**src/ipw_consts.svh**
```systemverilog
/*
  Constants of the indexed port watchdog: port addresses, register
  indexes, field positions, reset values and timing counts.
  Assumes a 100 MHz core clock; included by bare name.
*/
`ifndef IPW_CONSTS_SVH
`define IPW_CONSTS_SVH

// host i/o ports and unlock key
`define IPW_INDEX_PORT     16'h002E
`define IPW_DATA_PORT      16'h002F
`define IPW_UNLOCK_KEY     8'h87

// register indexes and watchdog device number
`define IPW_IDX_LDN        8'h07
`define IPW_IDX_ENABLE     8'h30
`define IPW_IDX_ACTIVATE   8'hF0
`define IPW_IDX_TBASE      8'hF5
`define IPW_IDX_TIMEOUT    8'hF6
`define IPW_LDN_WATCHDOG   8'h07

// field positions
`define IPW_ENABLE_BIT     0
`define IPW_ARM_BIT        7
`define IPW_TBASE_MIN_BIT  3

// reset values and time base codes
`define IPW_RST_BYTE       8'h00
`define IPW_RST_TBASE      8'h71
`define IPW_TBASE_SEC      8'h71
`define IPW_TBASE_MIN      8'h79

// timing
`define IPW_CLK_PERIOD_NS  10
`define IPW_SEC_NS         1000000000
`define IPW_SEC_CYC        (`IPW_SEC_NS / `IPW_CLK_PERIOD_NS)
`define IPW_MIN_LAST_SEC   6'h3B
`define IPW_RST_PULSE_NS   160
`define IPW_RST_PULSE_CYC  \
  ((`IPW_RST_PULSE_NS + `IPW_CLK_PERIOD_NS - 1) / `IPW_CLK_PERIOD_NS)

`endif

```
**src/ipw_pkg.sv**
```systemverilog
/*
  Types of the indexed port watchdog: unlock states and the packed
  state records of the core and of the second prescaler.
  Assumes nothing beyond a SystemVerilog compiler.
*/
package ipw_pkg;

  typedef enum logic [1:0] {
    IPW_LOCKED = 2'b00,
    IPW_HALF   = 2'b01,
    IPW_OPEN   = 2'b10
  } ipw_unlock_type;

  typedef struct packed {
    logic [31:0] cnt;
    logic        tick;
  } ipw_tick_state_type;

  typedef struct packed {
    ipw_unlock_type unlock;
    logic [7:0]     index;
    logic [7:0]     ldn;
    logic [7:0]     enable;
    logic [7:0]     activate;
    logic [7:0]     tbase;
    logic [7:0]     cnt;
    logic [5:0]     min_cnt;
    logic [4:0]     pulse;
    logic           sys_reset;
    logic [7:0]     rdata;
  } ipw_core_state_type;

endpackage

```
**src/ipw_core.sv**
```systemverilog
/*
  Indexed port watchdog core: index/data port pair with unlock key,
  logical device select, enable, arm, time base and timeout count,
  and the down counter that raises a system reset pulse.
  Assumes i/o write and read strobes are one-cycle pulses on the
  core clock, from logic in the same clock domain.
*/
// How it works
// RQ1 - count down, pulse system reset at zero
// RQ2 - host loads count, restarts it periodically
// RQ3 - low port takes index, next port data
// RQ4 - two key writes in a row unlock
// RQ5 - device number at index 07 selects bank
// RQ6 - enable bit turns logical device on
// RQ7 - activate value arms the counter
// RQ8 - timeout register holds eight bit count
// RQ9 - zero disables, else count of units
// RQ10 - time base code picks seconds or minutes
// RQ11 - host timeout exceeds its restart interval
// RQ12 - timeout write reloads and restarts unit
`timescale 1ns/1ps
`include "ipw_consts.svh"

module ipw_core
  import ipw_pkg::*;
#(
  parameter int unsigned SEC_CYCLES = `IPW_SEC_CYC
) (
  // clock and reset
  input  wire logic        i_core_clk,
  input  wire logic        i_rst_n,
  // host i/o cycles
  input  wire logic [15:0] i_io_addr,
  input  wire logic        i_io_wr,
  input  wire logic        i_io_rd,
  input  wire logic [7:0]  i_io_wdata,
  output logic [7:0]       o_io_rdata,
  // system reset request
  output logic             o_sys_reset
);

  ipw_core_state_type s_reg;
  ipw_core_state_type s_next;
  logic               wr_idx;
  logic               wr_dat;
  logic               cfg_open;
  logic               wr_timeout;
  logic               armed;
  logic               sec_tick;
  logic               unit_tick;
  logic               fire;

  // bank registers answer only while the watchdog device is selected
  function automatic logic bank_hit(input logic [7:0] ldn);
    bank_hit = (ldn == `IPW_LDN_WATCHDOG);
  endfunction

  assign wr_idx = i_io_wr && (i_io_addr == `IPW_INDEX_PORT); // RQ3
  assign wr_dat = i_io_wr && (i_io_addr == `IPW_DATA_PORT); // RQ3
  assign cfg_open = (s_reg.unlock == IPW_OPEN);
  assign wr_timeout = cfg_open && wr_dat && bank_hit(s_reg.ldn)
                      && (s_reg.index == `IPW_IDX_TIMEOUT); // RQ8
  assign armed = s_reg.enable[`IPW_ENABLE_BIT] // RQ6
                 && s_reg.activate[`IPW_ARM_BIT]; // RQ7
  // minute mode ticks on the last second of each minute
  assign unit_tick = s_reg.tbase[`IPW_TBASE_MIN_BIT] ? // RQ10
                     (sec_tick && s_reg.min_cnt == `IPW_MIN_LAST_SEC) :
                     sec_tick;
  assign fire = !wr_timeout && armed && unit_tick
                && (s_reg.cnt == 8'h01); // RQ1

  ipw_tick #(
    .SEC_CYCLES (SEC_CYCLES)
  ) u_tick (
    .i_core_clk (i_core_clk),
    .i_rst_n    (i_rst_n),
    .i_restart  (wr_timeout),
    .o_tick     (sec_tick)
  );

  always_comb begin
    s_next = s_reg;
    // unlock: any other index or data port write between the keys starts over
    case (s_reg.unlock)
      IPW_LOCKED: begin
        if (wr_idx && i_io_wdata == `IPW_UNLOCK_KEY) begin
          s_next.unlock = IPW_HALF; // RQ4
        end
      end
      IPW_HALF: begin
        if (wr_idx && i_io_wdata == `IPW_UNLOCK_KEY) begin
          s_next.unlock = IPW_OPEN; // RQ4
        end else if (wr_idx || wr_dat) begin
          s_next.unlock = IPW_LOCKED;
        end
      end
      IPW_OPEN: begin
        s_next.unlock = IPW_OPEN;
      end
      default: begin
        s_next.unlock = IPW_LOCKED;
      end
    endcase

    if (cfg_open && wr_idx) begin
      s_next.index = i_io_wdata; // RQ3
    end
    if (cfg_open && wr_dat) begin
      if (s_reg.index == `IPW_IDX_LDN) begin
        s_next.ldn = i_io_wdata; // RQ5
      end else if (bank_hit(s_reg.ldn)) begin
        case (s_reg.index)
          `IPW_IDX_ENABLE: begin
            s_next.enable = i_io_wdata; // RQ6
          end
          `IPW_IDX_ACTIVATE: begin
            s_next.activate = i_io_wdata; // RQ7
          end
          `IPW_IDX_TBASE: begin
            s_next.tbase = i_io_wdata; // RQ10
          end
          default: begin
            s_next.tbase = s_reg.tbase;
          end
        endcase
      end
    end

    // a reload beats a unit tick in the same cycle
    if (wr_timeout) begin
      s_next.cnt = i_io_wdata; // RQ12
      s_next.min_cnt = 6'h00; // RQ12
    end else begin
      if (sec_tick) begin
        s_next.min_cnt = (s_reg.min_cnt == `IPW_MIN_LAST_SEC) ?
                         6'h00 : s_reg.min_cnt + 6'h01;
      end
      // a zero count never moves and never fires
      if (armed && unit_tick && s_reg.cnt != 8'h00) begin
        s_next.cnt = s_reg.cnt - 8'h01; // RQ9
      end
    end

    if (fire) begin
      s_next.pulse = 5'(`IPW_RST_PULSE_CYC); // RQ1
    end else if (s_reg.pulse != 5'h00) begin
      s_next.pulse = s_reg.pulse - 5'h01;
    end
    s_next.sys_reset = (s_next.pulse != 5'h00);

    // read data stands until the next read cycle
    if (i_io_rd) begin
      s_next.rdata = 8'h00;
      if (cfg_open && i_io_addr == `IPW_INDEX_PORT) begin
        s_next.rdata = s_reg.index;
      end else if (cfg_open && i_io_addr == `IPW_DATA_PORT) begin
        if (s_reg.index == `IPW_IDX_LDN) begin
          s_next.rdata = s_reg.ldn;
        end else if (bank_hit(s_reg.ldn)) begin
          case (s_reg.index)
            `IPW_IDX_ENABLE: begin
              s_next.rdata = s_reg.enable;
            end
            `IPW_IDX_ACTIVATE: begin
              s_next.rdata = s_reg.activate;
            end
            `IPW_IDX_TBASE: begin
              s_next.rdata = s_reg.tbase;
            end
            `IPW_IDX_TIMEOUT: begin
              s_next.rdata = s_reg.cnt; // RQ8
            end
            default: begin
              s_next.rdata = 8'h00;
            end
          endcase
        end
      end
    end
  end

  always_ff @(posedge i_core_clk or negedge i_rst_n) begin
    if (!i_rst_n) begin
      s_reg.unlock    <= IPW_LOCKED;
      s_reg.index     <= `IPW_RST_BYTE;
      s_reg.ldn       <= `IPW_RST_BYTE;
      s_reg.enable    <= `IPW_RST_BYTE;
      s_reg.activate  <= `IPW_RST_BYTE;
      s_reg.tbase     <= `IPW_RST_TBASE;
      s_reg.cnt       <= `IPW_RST_BYTE;
      s_reg.min_cnt   <= 6'h00;
      s_reg.pulse     <= 5'h00;
      s_reg.sys_reset <= 1'b0;
      s_reg.rdata     <= `IPW_RST_BYTE;
    end else begin
      s_reg <= s_next;
    end
  end

  assign o_io_rdata = s_reg.rdata;
  assign o_sys_reset = s_reg.sys_reset;
endmodule

```
**src/ipw_tick.sv**
```systemverilog
/*
  Second prescaler: one-cycle tick every SEC_CYCLES core clocks,
  restartable so a reload starts a full unit.
  Assumes i_restart comes from logic on the same clock.
*/
`timescale 1ns/1ps
`include "ipw_consts.svh"

module ipw_tick
  import ipw_pkg::*;
#(
  parameter int unsigned SEC_CYCLES = `IPW_SEC_CYC
) (
  // clock and reset
  input  wire logic i_core_clk,
  input  wire logic i_rst_n,
  // control
  input  wire logic i_restart,
  // one pulse per second
  output logic      o_tick
);

  ipw_tick_state_type s_reg;
  ipw_tick_state_type s_next;

  always_comb begin
    s_next = s_reg;
    s_next.tick = 1'b0;
    if (i_restart) begin
      s_next.cnt = 32'h0000_0000;
    end else if (s_reg.cnt == 32'(SEC_CYCLES - 1)) begin
      s_next.cnt = 32'h0000_0000;
      s_next.tick = 1'b1;
    end else begin
      s_next.cnt = s_reg.cnt + 32'h0000_0001;
    end
  end

  always_ff @(posedge i_core_clk or negedge i_rst_n) begin
    if (!i_rst_n) begin
      s_reg <= '0;
    end else begin
      s_reg <= s_next;
    end
  end

  assign o_tick = s_reg.tick;

endmodule

```
**config.mk**
```make
export PLATFORM = sky130hd
export DESIGN_NAME = ipw_core
export DESIGN_NICKNAME = d
export VERILOG_FILES = /design/src/ipw_pkg.sv /design/src/ipw_core.sv /design/src/ipw_tick.sv
export VERILOG_INCLUDE_DIRS = /design/src
export SDC_FILE = /design/constraint.sdc
export NUM_CORES = 1
export LEC_CHECK = 0
export BUFFER_PORTS_ARGS = -buffer_cell sky130_fd_sc_hd__clkbuf_2
export CAP_MARGIN = 20
export CORE_MARGIN = 3
export CORE_UTILIZATION = 40
export DETAILED_ROUTE_END_ITERATION = 10
export GPL_TIMING_DRIVEN = 0
export PLACE_DENSITY = 0.58
export SYNTH_ARGS = -nofsm -noshare
export SYNTH_HDL_FRONTEND = slang
export SYNTH_SLANG_ARGS = --single-unit
```
**constraint.sdc**
```tcl
create_clock -name i_core_clk -period 2.55 [get_ports i_core_clk]
set_input_delay 0.255 -clock i_core_clk [delete_from_list [all_inputs] [get_ports i_core_clk]]
set_output_delay 0.255 -clock i_core_clk [all_outputs]
set_load 0.01 [all_outputs]
```
After elaboration in Yosys (flattened, before gate mapping) --
Index checks and enable logic that the tools add are counted.
Word-level totals: register bits after elaboration 103, latch bits 0, RAM bits 0, bits in read-only memories 0, input port bits 28, memories kept 0
Operators by class: $add $sub $neg 4, multiply operators 0, div/mod/pow operators 0, order comparisons 0, eq/ne operators 16, shift operators 0, muxes and demuxes 20, bitwise operators 1, reduce and logical (&&, ||, !) cells 29
Operators with widths (number):
- 2-to-1 mux 32 bit | 2
- 2-to-1 mux 8 bit | 5
- adder 32 x 1 -> 32 bit (second input constant) | 1
- == test 16 x 6 -> 1 bit (second input constant) | 2
- == test 32 x 27 -> 1 bit (second input constant) | 1
- == test 8 bit (second input constant) | 4
- case mux 8 bit (4 select lines) | 1
- == test 8 x 3 -> 1 bit (second input constant) | 2
- logical AND 1 bit | 16
- 2-to-1 mux 14 bit | 1
- 2-to-1 mux 6 bit | 2
- AND reduction 4 bit | 3
- 2-to-1 mux 5 bit | 2
- nonzero test 5 bit | 2
- == test 8 x 1 -> 1 bit (second input constant) | 1
- == test 8 x 6 -> 1 bit (second input constant) | 1
- nonzero test 8 bit | 1
- subtractor 8 x 1 -> 8 bit (second input constant) | 1
- adder 6 x 1 -> 6 bit (second input constant) | 1
- == test 6 bit (second input constant) | 1
- 2-to-1 mux 2 bit | 3
- case mux 2 bit (3 select lines) | 1
- subtractor 5 x 1 -> 5 bit (second input constant) | 1
- AND reduction 2 bit | 2
- 10 further kinds | 13

Depth between registers and ports, before layout --
Gate-level depths: netlist (run 1).
word-level depth 11, gate-level depth with buffers 7, depth with buffers taken out 7

By module --
A second synthesis (run 1) with hierarchy kept.
Unflattened totals: cell total of the unflattened synthesis 543, area total of the unflattened synthesis 5540.3 sq um
By module, submodules not included:
- ipw_core | times used 1, cells each 347, area an instance 3688.5 sq um, sequential area each 1756.7 sq um
- ipw_tick | times used 1, cells each 196, area an instance 1851.8 sq um, sequential area each 825.8 sq um

Least setup slack after synthesis (run 1) --
No wires, ideal clock.
path type reg-to-reg, start reg s_reg[63] in the netlist's numbering, end reg s_reg[52] in the netlist's numbering, library setup time 125 ps, data arrival time 2218 ps, required time 2425 ps, setup slack 207 ps, stages on the path, launching flop included 7, path buffers 2, cell sequence dfrtp_1 > buf_6 > or4b_1 > nor4_2 > buf_6 > nor3b_4 > mux2_2
Between the ends: word-level cells in the longest chain between the ends 2
RTL lines:
- start: declaration | RTL line ipw_core.sv:42 | ipw_core_state_type s_reg;
- start signal: assignment | RTL line ipw_core.sv:196 | s_reg <= s_next;
- == test 8 x 3 -> 1 bit (no source line)
- AND reduction 2 bit (no source line)
No other way between the ends. A chain may end at the register's enable or synchronous reset.

Worst setup path in the final report (run 1) --
Same ends and word-level chain as after synthesis.

==> results of run 1 <==
critical path: cells and delay by family, from the launching register on:
| family | cells | cell delay (ps) |
|---|---|---|
| buffers and inverters | 3 | 540 |
| flip-flops | 1 | 370 |
| multiplexers | 1 | 340 |
| AND/OR/NAND/NOR | 3 | 1090 |
power by group through the flow:
stage | clock, µW | sequential, µW | combinational, µW
finish | 1370 | 1630 | 90.7
global route | 1500 | 1630 | 102
CTS | 1420 | 1630 | 93.6
global placement | 0 | 1660 | 90.6
detailed placement | 0 | 1660 | 93.3
floorplan | 0 | 1660 | 16.3
per-stage QoR:
step	util	instance area (µm²)	hold WS, ps
final	0.476	6330	-49.6
after global routing	0.476	6330	52.2
after CTS	0.470	6250	31.2
after detailed placement	0.443	5890	415
after global placement	0.442	5870	427
after floorplan	-	5480	-40.6
final cells by class:
class / instances / area [µm²]
Timing Repair Buffer: 45 / 269
Clock inverter: 4 / 45.0
Inverter: 11 / 41.3
Sequential cell: 103 / 2580
Clock buffer: 12 / 246
Tap cell: 176 / 220
Buffer: 30 / 168
Multi-Input combinational cell: 392 / 2750
Fill cell: 1241 / 6970
final timing paths:
kind	to	slack, ps
max reg2reg	s_reg[52]	120
max in group asynchronous	u_tick.s_reg[26]	1960
max	s_reg[52]	120
min	o_sys_reset	-50
min in group i_core_clk	s_reg[24]	240
min reg2reg	s_reg[68]	450
layer usage:
layer  vias up  global-route usage  wire (µm)
met5         -                   0          0
met4         0              0.0436        148
met3        12              0.0489        497
li1       2065                   -          -
met2        61               0.289       6270
met1      2119               0.238       5890
repair_timing:
action / CTS / global route
buffers inserted: 3 / 6
resized for setup: 11 / 4
hold buffers: 0 / 0
endpoints found under the setup margin: 60 / 60
pin swaps: 5 / 3
Yosys cell counts (all sizes together), types with 5 or more instances:
master  number
a21oi        6
a221oi       8
a22oi       16
and3         8
buf         17
clkbuf      13
dfrtp       99
ha           5
inv         11
mux2        44
mux2i        5
nand2       43
nand3       32
nand4       16
nor2        57
nor2b        6
nor3        22
nor4        17
nor4b        6
o211ai      13
o21ai       12
xnor2       19
xor2        18
cells by family after synthesis:
group | count (synthesis)
muxes | 49
and+or+nand+nor | 237
AOI/OAI and AO/OA | 64
buffers and inverters | 41
DFF | 103
xor gates and xnor gates | 37
adders and majority gates | 5
==> impl_metrics.sql, run 1 <==
INSERT INTO impl_metrics (metric_group, metric, value, unit) VALUES
('worst_setup_path', 'worstSetupPathType', 'register to register', ''),
('cts', 'ctsLongestPathBuffers', '2', ''),
('worst_setup_path', 'reg2reg_depth', '7', ''),
('sta', 'max_freq', '411', 'MHz'),
('global_route', 'grt_start_max_net_pins', '104', ''),
('power_and_ir_drop', 'power_report.internal_total', '2440', 'µW'),
('yosys', 'yosys.area_share.adder', '0.0114', ''),
('yosys', 'number_of_flops_mapped_to_enable_cells_by_yosys', '0', ''),
('yosys', 'syn_nets', '569', ''),
('sta', 'setup_total_negative_slack', '0', 'ps'),
('sta', 'timing.max_slew.rel_slack', '0.321', ''),
('power_and_ir_drop', 'total_leakage_power', '0.00281', 'µW'),
('drt', 'route.detailed.wl_per_inst', '16.6', 'µm'),
('worst_setup_path', 'crit_path_start', 's_reg[63]', ''),
('worst_setup_path', 'reg2reg_from', 's_reg[63]', ''),
('cells_and_area', 'number_of_flip_flops_under_the_largest_register_name', '61', ''),
('yosys', 'netlist.area_leader.share', '0.452', ''),
('sta', 'max_slew.worst_pin.slew', '1010', 'ps'),
('floorplanning', 'die_w', '123', 'µm'),
('yosys', 'postSynth.topFlopCell', 'dfrtp_1', ''),
('yosys', 'post_synth_instance_area', '0.00548', 'mm²'),
('place', 'post-place-cells', '748', ''),
('worst_setup_path', 'setup.worst_path.end_class', 'register', ''),
('yosys', 'proportion_of_register_bits_with_asynchronous_set_or_reset_after_synthesis', '1.00', ''),
('yosys', 'ys_top_cells_by_area', 'dfrtp_1 (45%), mux2_2 (8.8%), nor2_1 (3.9%)', ''),
('yosys', 'synth.distinct_cells', '52', ''),
('place', 'dp.final_hpwl', '8890', 'µm'),
('yosys', 'post_synthesis_compound_gate_area_fraction', '0.0834', ''),
('hold_path', 'min_path_type', 'input port to async pin', ''),
('power_and_ir_drop', 'sw_frac_of_total', '0.212', ''),
('floorplanning', 'die_area', '0.0151', 'mm²'),
('yosys', 'synth_top_family_by_area', 'simple AND/OR/NAND/NOR gates', ''),
('worst_setup_path', 'crit_path_top_delay_cell', 'or4b_1', ''),
('global_route', 'antenna_found_initial', '0', ''),
('drt', 'final_antenna_net_count', '0', ''),
('power_and_ir_drop', 'vdd_ir_drop_max', '342', 'µV'),
('worst_setup_path', 'timing.critical_path.from_type', 'register', ''),
('floorplanning', 'fp-row-count', '42', ''),
('cts', 'cts_root_buffer', 'clkbuf_16', ''),
('sta', 'final_max_slew_viol_count', '0', ''),
('power_and_ir_drop', 'clkPwrFrac', '0.443', ''),
('cells_and_area', 'areaGrowthSynthToFinish', '15.5', '%'),
('sta', 'finClkSkew', '7.38', 'ps'),
('drt', 'drt_pre_antenna_iters', '4', ''),
('cells_and_area', 'drive_above_1_share', '0.240', ''),
('cts', 'cts.sinks', '103', ''),
('yosys', 'synth_xor_area_frac', '0.0592', ''),
('yosys', 'synthSimpleGateAreaFrac', '0.237', ''),
('cts', 'path_clk_slew', '70', 'ps'),
('global_route', 'grt_first_pass_wirelength', '21000', 'µm'),
('sta', 'setup_repair_after_global_routing_missed_its_margin', 'false', ''),
('sta', 'share_of_the_clock_period_used_by_the_worst_path_after_layout', '0.954', ''),
('flow_run', 'cap_violations', '0', ''),
('worst_setup_path', 'crit_path_max_incr_delay', '570', 'ps'),
('status', 'outcome', 'finished with violations', ''),
('sta', 'timing_hold_violations_final', '14', ''),
('yosys', 'synthCells', '536', ''),
('power_and_ir_drop', 'design_power_total', '3100', 'µW'),
('drt', 'via_per_inst', '5.51', ''),
('global_route', 'grt.overflow.total', '0', ''),
('floorplanning', 'initial_utilization', '0.412', ''),
('worst_setup_path', 'path_max_fanout', '10', ''),
('worst_setup_path', 'cp.arrival', '2670', 'ps'),
('power_and_ir_drop', 'pwr-share-seq', '0.527', ''),
('global_route', 'grt_pass1_vias', '4146', ''),
('cts', 'clock_tree_from_tritoncts', 'yes', ''),
('cells_and_area', 'top_library_cells_by_usage_in_the_layout_fill_and_taps_aside', 'dfrtp_1 (99), nor2_1 (57), mux2_2 (43)', ''),
('power_and_ir_drop', 'share_comb_of_total_power', '0.029', ''),
('status', 'failed_checks', 'negative hold slack', ''),
('sta', 'finalHoldWorstSlack', '-49.6', 'ps'),
('cells_and_area', 'layout.cells.most_common', 'dfrtp_1', '');
No activity file was read; power rests on OpenSTA's default activity.
==> inputs of run 2 (changes only) <==
--- a/config.mk
+++ b/config.mk
@@ -8,11 +8,13 @@
 export LEC_CHECK = 0
 export BUFFER_PORTS_ARGS = -buffer_cell sky130_fd_sc_hd__clkbuf_2
 export CAP_MARGIN = 20
+export CORE_ASPECT_RATIO = 1.2
 export CORE_MARGIN = 3
 export CORE_UTILIZATION = 40
 export DETAILED_ROUTE_END_ITERATION = 10
 export GPL_TIMING_DRIVEN = 0
 export PLACE_DENSITY = 0.58
+export SETUP_SLACK_MARGIN = 0.15
 export SYNTH_ARGS = -nofsm -noshare
 export SYNTH_HDL_FRONTEND = slang
 export SYNTH_SLANG_ARGS = --single-unit
==> impl_metrics.sql, run 2 (same netlist as run 1, synthesis figures left out) <==
INSERT INTO impl_metrics (metric_group, metric, value, unit) VALUES
('global_route', 'grt.overflow.total', '0', ''),
('sta', 'finalHoldWorstSlack', '-45.3', 'ps'),
('drt', 'final_antenna_net_count', '0', ''),
('flow_run', 'cap_violations', '0', ''),
('worst_setup_path', 'worst_path_dominant_cell_family', 'compound AO/OA/AOI/OAI gates', ''),
('drt', 'drt_pre_antenna_iters', '4', ''),
('floorplanning', 'fp-row-count', '46', ''),
('power_and_ir_drop', 'power.density_cell_area', '511', 'mW/mm²'),
('worst_setup_path', 'timing.rr.end', 'o_io_rdata[2]', ''),
('cells_and_area', 'postLayoutCellArea', '0.00634', 'mm²'),
('drt', 'route.final.wire_length', '12700', 'µm'),
('drt', 'vias', '4186', ''),
('place', 'routabilityCongestion', '0.820', ''),
('global_route', 'track_usage', '0.172', ''),
('cells_and_area', 'fillerInstances', '1243', ''),
('sta', 'timing.max_slew.rel_slack', '0.309', ''),
('place', 'port_buffers', '35', ''),
('cts', 'worstSkewPairLatency', '360', 'ps'),
('drt', 'route.detailed.wl_per_inst', '16.6', 'µm'),
('sta', 'share_of_the_clock_period_used_by_the_worst_path_after_layout', '0.949', ''),
('worst_setup_path', 'data_required_time_at_the_worst_endpoint', '2820', 'ps'),
('sta', 'max_freq', '413', 'MHz'),
('cells_and_area', 'final_util', '0.477', ''),
('status', 'outcome', 'finished with violations', ''),
('hold_path', 'min_path_type', 'input port to async pin', ''),
('floorplanning', 'die_w', '113', 'µm'),
('place', 'detailed_place.area', '0.00588', 'mm²'),
('global_route', 'grt_start_max_net_pins', '104', ''),
('cts', 'clock_tree_from_tritoncts', 'yes', ''),
('cts', 'cts.hold.buffers_added', '0', ''),
('worst_setup_path', 'reg2reg_from', 's_reg[56]', ''),
('cells_and_area', 'drive_above_1_share', '0.245', ''),
('cells_and_area', 'multi_input_comb_area', '0.00274', 'mm²'),
('worst_setup_path', 'worstSetupPathType', 'register to register', ''),
('cts', 'ctsLongestPathBuffers', '2', ''),
('cts', 'numCtsBuffers', '9', ''),
('floorplanning', 'initial_utilization', '0.412', ''),
('worst_setup_path', 'path_max_fanout', '6', ''),
('global_route', 'grt_first_pass_wirelength', '20900', 'µm'),
('worst_setup_path', 'timing.critical_path.from_type', 'register', ''),
('place', 'dp.final_hpwl', '8930', 'µm'),
('worst_setup_path', 'crit_path_top_delay_cell', 'a2111oi_1', ''),
('sta', 'timing_hold_violations_final', '17', ''),
('cts', 'path_clk_slew', '70', 'ps'),
('cells_and_area', 'areaGrowthSynthToFinish', '15.8', '%'),
('sta', 'final_max_slew_viol_count', '0', ''),
('status', 'failed_checks', 'negative hold slack', ''),
('cells_and_area', 'top_library_cells_by_usage_in_the_layout_fill_and_taps_aside', 'dfrtp_1 (99), nor2_1 (57), mux2_2 (43)', ''),
('floorplanning', 'die_area', '0.0151', 'mm²'),
('worst_setup_path', 'worstPathBufferInverterCount', '2', ''),
('power_and_ir_drop', 'total_leakage_power', '0.00280', 'µW'),
('drt', 'route.detailed.drc', '0', ''),
('cells_and_area', 'area.sequential', '0.00258', 'mm²'),
('worst_setup_path', 'cp.arrival', '2690', 'ps'),
('sta', 'finalWorstPathRequiredPeriod', '2420', 'ps'),
('drt', 'drt_iter0_markers', '226', ''),
('floorplanning', 'num_io_pins', '37', ''),
('sta', 'report.final.setup_viol', '0', ''),
('cells_and_area', 'number_of_flip_flops_under_the_largest_register_name', '61', ''),
('sta', 'finClkSkew', '8.14', 'ps'),
('worst_setup_path', 'crit_path_cell_trace', 'nor4_2, nand4_1, buf_4, a2111oi_1, buf_2, nand2_1, a22oi_1', ''),
('floorplanning', 'floorplan_die_height', '134', 'µm'),
('worst_setup_path', 'setup.worst_path.end_class', 'register', ''),
('worst_setup_path', 'setup.reg_to_reg.worst_slack', '130', 'ps'),
('cells_and_area', 'n_antenna_cell', '0', ''),
('sta', 'setup_repair_after_global_routing_missed_its_margin', 'true', ''),
('cts', 'cts.sinks', '103', ''),
('sta', 'setup_total_negative_slack', '0', 'ps'),
('cells_and_area', 'finish.net_count', '624', ''),
('floorplanning', 'fp.coreArea', '0.0133', 'mm²'),
('worst_setup_path', 'crit_path_start', 's_reg[56]', ''),
('sta', 'max_slew.worst_pin.slew', '1030', 'ps'),
('cts', 'htreeDepth', '3', ''),
('power_and_ir_drop', 'vdd_ir_drop_max', '413', 'µV'),
('cts', 'cts_root_buffer', 'clkbuf_16', ''),
('global_route', 'antenna_found_initial', '0', ''),
('worst_setup_path', 'reg2reg_depth', '7', ''),
('global_route', 'grt_pass1_vias', '4122', ''),
('worst_setup_path', 'crit_path_max_incr_delay', '620', 'ps'),
('drt', 'via_per_inst', '5.48', ''),
('cells_and_area', 'layout.cells.most_common', 'dfrtp_1', '');
run 2: cell types whose count changed in the layout (fill, tap and decap cells not counted), moves of 2 or more:
cell and change:
clkbuf_1 -3, inv_6 +2, nor4_2 +2, clkinv_4 +2, clkinv_2 -3, buf_4 -2, nor4_4 -2
run 2: area by class of cell:
cell class / count / area share
Clock buffer: 9 / 0.0355
Sequential cell: 103 / 0.407
Clock inverter: 7 / 0.0162
Inverter: 11 / 0.00651
Buffer: 30 / 0.0266
Timing Repair Buffer: 44 / 0.0432
Multi-Input combinational cell: 392 / 0.432
Tap cell: 168 / 0.0331
run 2: how the worst max path moves through the flow:
stage / depth (start not counted) / slack [ps] / endpoint
after CTS: 5 / 150 / s_reg[46]
final: 7 / 130 / o_io_rdata[2]
after global routing: 6 / 90 / s_reg[47]
after floorplan: 6 / 210 / s_reg[52]
after global placement: 5 / -260 / o_io_rdata[3]
after detailed placement: 6 / -280 / u_tick.s_reg[30]
run 2: through the flow:
step | setup slack [ps] | power, µW | std cells | hold WS (ps)
2_1_floorplan | 207 | 1680 | 536 | -40.6
3_3_place_gp | -259 | 1760 | 739 | 429
3_5_place_dp | -280 | 1760 | 740 | 411
4_1_cts | 155 | 3290 | 760 | 25.3
5_1_grt | 89.0 | 3360 | 764 | 31.6
6_report | 129 | 3240 | 764 | -45.3
run 2: power by group:
part | switching (µW) | internal, µW | leakage [µW]
clock | 643 | 871 | 0.000157
combinational | 68.7 | 23.4 | 0.00127
sequential | 0.0000524 | 1630 | 0.00137
run 2: what timing repair did:
| action | CTS | global route |
|---|---|---|
| buffers inserted | 4 | 4 |
| pin swaps | 3 | 2 |
| gates cloned | 0 | 0 |
| endpoints found under the hold margin | 0 | 0 |
| endpoints found under the setup margin | 69 | 45 |
| resized for setup | 9 | 6 |
run 2: layer usage:
metal  wire length, µm  GRT usage
met5                 0          0
met3               452     0.0221
met1              5680      0.222
met4               317     0.0748
met2              6230      0.291
==> inputs of run 3 (changes only) <==
--- a/config.mk
+++ b/config.mk
@@ -13,7 +13,7 @@
 export CORE_UTILIZATION = 40
 export DETAILED_ROUTE_END_ITERATION = 10
 export GPL_TIMING_DRIVEN = 0
-export PLACE_DENSITY = 0.58
+export PLACE_DENSITY_LB_ADDON = 0.05
 export SETUP_SLACK_MARGIN = 0.15
 export SYNTH_ARGS = -nofsm -noshare
 export SYNTH_HDL_FRONTEND = slang
==> impl_metrics.sql, run 3 (same netlist as run 1, synthesis figures left out) <==
INSERT INTO impl_metrics (metric_group, metric, value, unit) VALUES
('cells_and_area', 'n_antenna_cell', '0', ''),
('sta', 'finClkSkew', '11.1', 'ps'),
('cells_and_area', 'number_of_flip_flops_under_the_largest_register_name', '61', ''),
('place', 'post-place-ws', '-270', 'ps'),
('worst_setup_path', 'path_max_fanout', '9', ''),
('sta', 'finalWorstPathRequiredPeriod', '2320', 'ps'),
('drt', 'drt_pre_antenna_iters', '5', ''),
('global_route', 'antenna_found_initial', '0', ''),
('place', 'routabilityCongestion', '0.787', ''),
('sta', 'setup_slack', '230', 'ps'),
('cells_and_area', 'top_library_cells_by_usage_in_the_layout_fill_and_taps_aside', 'dfrtp_1 (99), nor2_1 (57), mux2_2 (43)', ''),
('sta', 'final_max_slew_viol_count', '0', ''),
('worst_setup_path', 'timing.critical_path.from_type', 'register', ''),
('cts', 'path_clk_slew', '70', 'ps'),
('cts', 'cts_root_buffer', 'clkbuf_16', ''),
('floorplanning', 'die_w', '113', 'µm'),
('cts', 'htreeDepth', '3', ''),
('floorplanning', 'floorplan_die_height', '134', 'µm'),
('cells_and_area', 'final_util', '0.480', ''),
('cts', 'cts.sinks', '103', ''),
('worst_setup_path', 'reg2reg_depth', '7', ''),
('sta', 'max_freq', '431', 'MHz'),
('cells_and_area', 'postLayoutCellArea', '0.00638', 'mm²'),
('floorplanning', 'fp-row-count', '46', ''),
('cells_and_area', 'finish.net_count', '625', ''),
('worst_setup_path', 'data_required_time_at_the_worst_endpoint', '2780', 'ps'),
('floorplanning', 'num_io_pins', '37', ''),
('worst_setup_path', 'crit_path_max_incr_delay', '570', 'ps'),
('worst_setup_path', 'cp.arrival', '2550', 'ps'),
('cts', 'cts.hold.buffers_added', '0', ''),
('global_route', 'track_usage', '0.182', ''),
('power_and_ir_drop', 'vdd_ir_drop_max', '349', 'µV'),
('floorplanning', 'die_area', '0.0151', 'mm²'),
('worst_setup_path', 'setup.worst_path.end_class', 'register', ''),
('cells_and_area', 'drive_above_1_share', '0.246', ''),
('drt', 'vias', '4241', ''),
('cells_and_area', 'layout.cells.most_common', 'dfrtp_1', ''),
('drt', 'final_antenna_net_count', '0', ''),
('status', 'failed_checks', 'negative hold slack', ''),
('global_route', 'grt.overflow.total', '0', ''),
('place', 'port_buffers', '35', ''),
('sta', 'report.final.setup_viol', '0', ''),
('drt', 'drt_iter0_markers', '239', ''),
('global_route', 'grt_pass1_vias', '4270', ''),
('cts', 'clock_tree_from_tritoncts', 'yes', ''),
('worst_setup_path', 'crit_path_top_delay_cell', 'or4b_1', ''),
('drt', 'route.detailed.wl_per_inst', '17.3', 'µm'),
('floorplanning', 'fp.coreArea', '0.0133', 'mm²'),
('worst_setup_path', 'critical-path-top-cell-by-count', 'nor4_4', ''),
('place', 'post-place-cells', '740', ''),
('cts', 'numCtsBuffers', '9', ''),
('power_and_ir_drop', 'design_power_total', '3320', 'µW'),
('place', 'dp.final_hpwl', '9400', 'µm'),
('global_route', 'grt_first_pass_wirelength', '21800', 'µm'),
('cells_and_area', 'areaGrowthSynthToFinish', '16.4', '%'),
('sta', 'setup_repair_after_global_routing_missed_its_margin', 'false', ''),
('drt', 'route.final.wire_length', '13200', 'µm'),
('power_and_ir_drop', 'power.density_cell_area', '521', 'mW/mm²'),
('sta', 'share_of_the_clock_period_used_by_the_worst_path_after_layout', '0.910', ''),
('worst_setup_path', 'worstSetupPathType', 'register to register', ''),
('flow_run', 'cap_violations', '0', ''),
('place', 'detailed_place.area', '0.00588', 'mm²'),
('drt', 'via_per_inst', '5.54', ''),
('worst_setup_path', 'crit_path_cell_trace', 'buf_6, or4b_1, nor4_4, buf_4, nor4_4, nand3_2, mux2_2', ''),
('cts', 'worstSkewPairLatency', '360', 'ps'),
('drt', 'route.detailed.drc', '0', ''),
('sta', 'timing_hold_violations_final', '10', ''),
('cts', 'ctsLongestPathBuffers', '2', ''),
('sta', 'max_slew.worst_pin.slew', '841', 'ps'),
('power_and_ir_drop', 'total_leakage_power', '0.00281', 'µW'),
('sta', 'finalHoldWorstSlack', '-22.7', 'ps'),
('status', 'outcome', 'finished with violations', ''),
('cells_and_area', 'layout.cells.non_filler', '765', ''),
('hold_path', 'min_path_type', 'input port to async pin', ''),
('sta', 'timing.max_slew.rel_slack', '0.440', ''),
('global_route', 'grt_start_max_net_pins', '104', ''),
('worst_setup_path', 'setup.reg_to_reg.worst_slack', '230', 'ps'),
('floorplanning', 'initial_utilization', '0.412', '');
-- run 3: worst max-delay path: cells and delay by family, from the launching register on --
kind / cells / cell delay (ps)
buffers and inverters: 2 / 340
DFF: 1 / 370
and+or+nand+nor: 4 / 1130
muxes: 1 / 370
-- run 3: final timing paths --
| kind | from | to |
|---|---|---|
| setup / recovery | s_reg[63] | s_reg[50] |
| hold / removal | i_rst_n | s_reg[11] |
| setup reg to reg | s_reg[63] | s_reg[50] |
| hold reg to reg | s_reg[69] | s_reg[68] |
| max in group asynchronous | i_rst_n | s_reg[42] |
| min in group i_core_clk | i_io_wdata[3] | s_reg[23] |
-- run 3: per-layer routing --
metal  global-route usage  wire length, µm  up-vias  share of wire
li1                     -                -     2068              -
met2                0.316             6730       84           0.51
met5                    0                0        -              0
met3               0.0257              462       18          0.035
met1                0.223             5620     2071           0.43
met4               0.0822              388        0          0.029
-- run 3: area by class of cell --
cell class / count / area, µm²
Buffer: 30 / 171
Clock buffer: 9 / 225
Clock inverter: 7 / 119
Fill cell: 1279 / 6920
Inverter: 11 / 41.3
Multi-Input combinational cell: 392 / 2750
Sequential cell: 103 / 2580
Tap cell: 168 / 210
Timing Repair Buffer: 45 / 282
-- run 3: stage by stage --
stage | hold slack, ps | TNS [ps]
after floorplan | -40.6 | 0
after global placement | 428 | -33040
after detailed placement | 423 | -10070
after CTS | 35.7 | 0
after global routing | 37.3 | 0
final | -22.7 | 0
-- run 3: what timing repair did --
item | in CTS | in global routing
setup endpoints to repair | 66 | 72
buffers inserted | 6 | 2
cloned | 0 | 0
resized for setup | 10 | 8
pin swaps | 4 | 2
-- run 3: report_power, final --
| group | total [µW] | internal [µW] | switching, µW |
|---|---|---|---|
| registers | 1630 | 1630 | 0.0000515 |
| clock network | 1600 | 961 | 635 |
| logic | 93.0 | 23.4 | 69.6 |
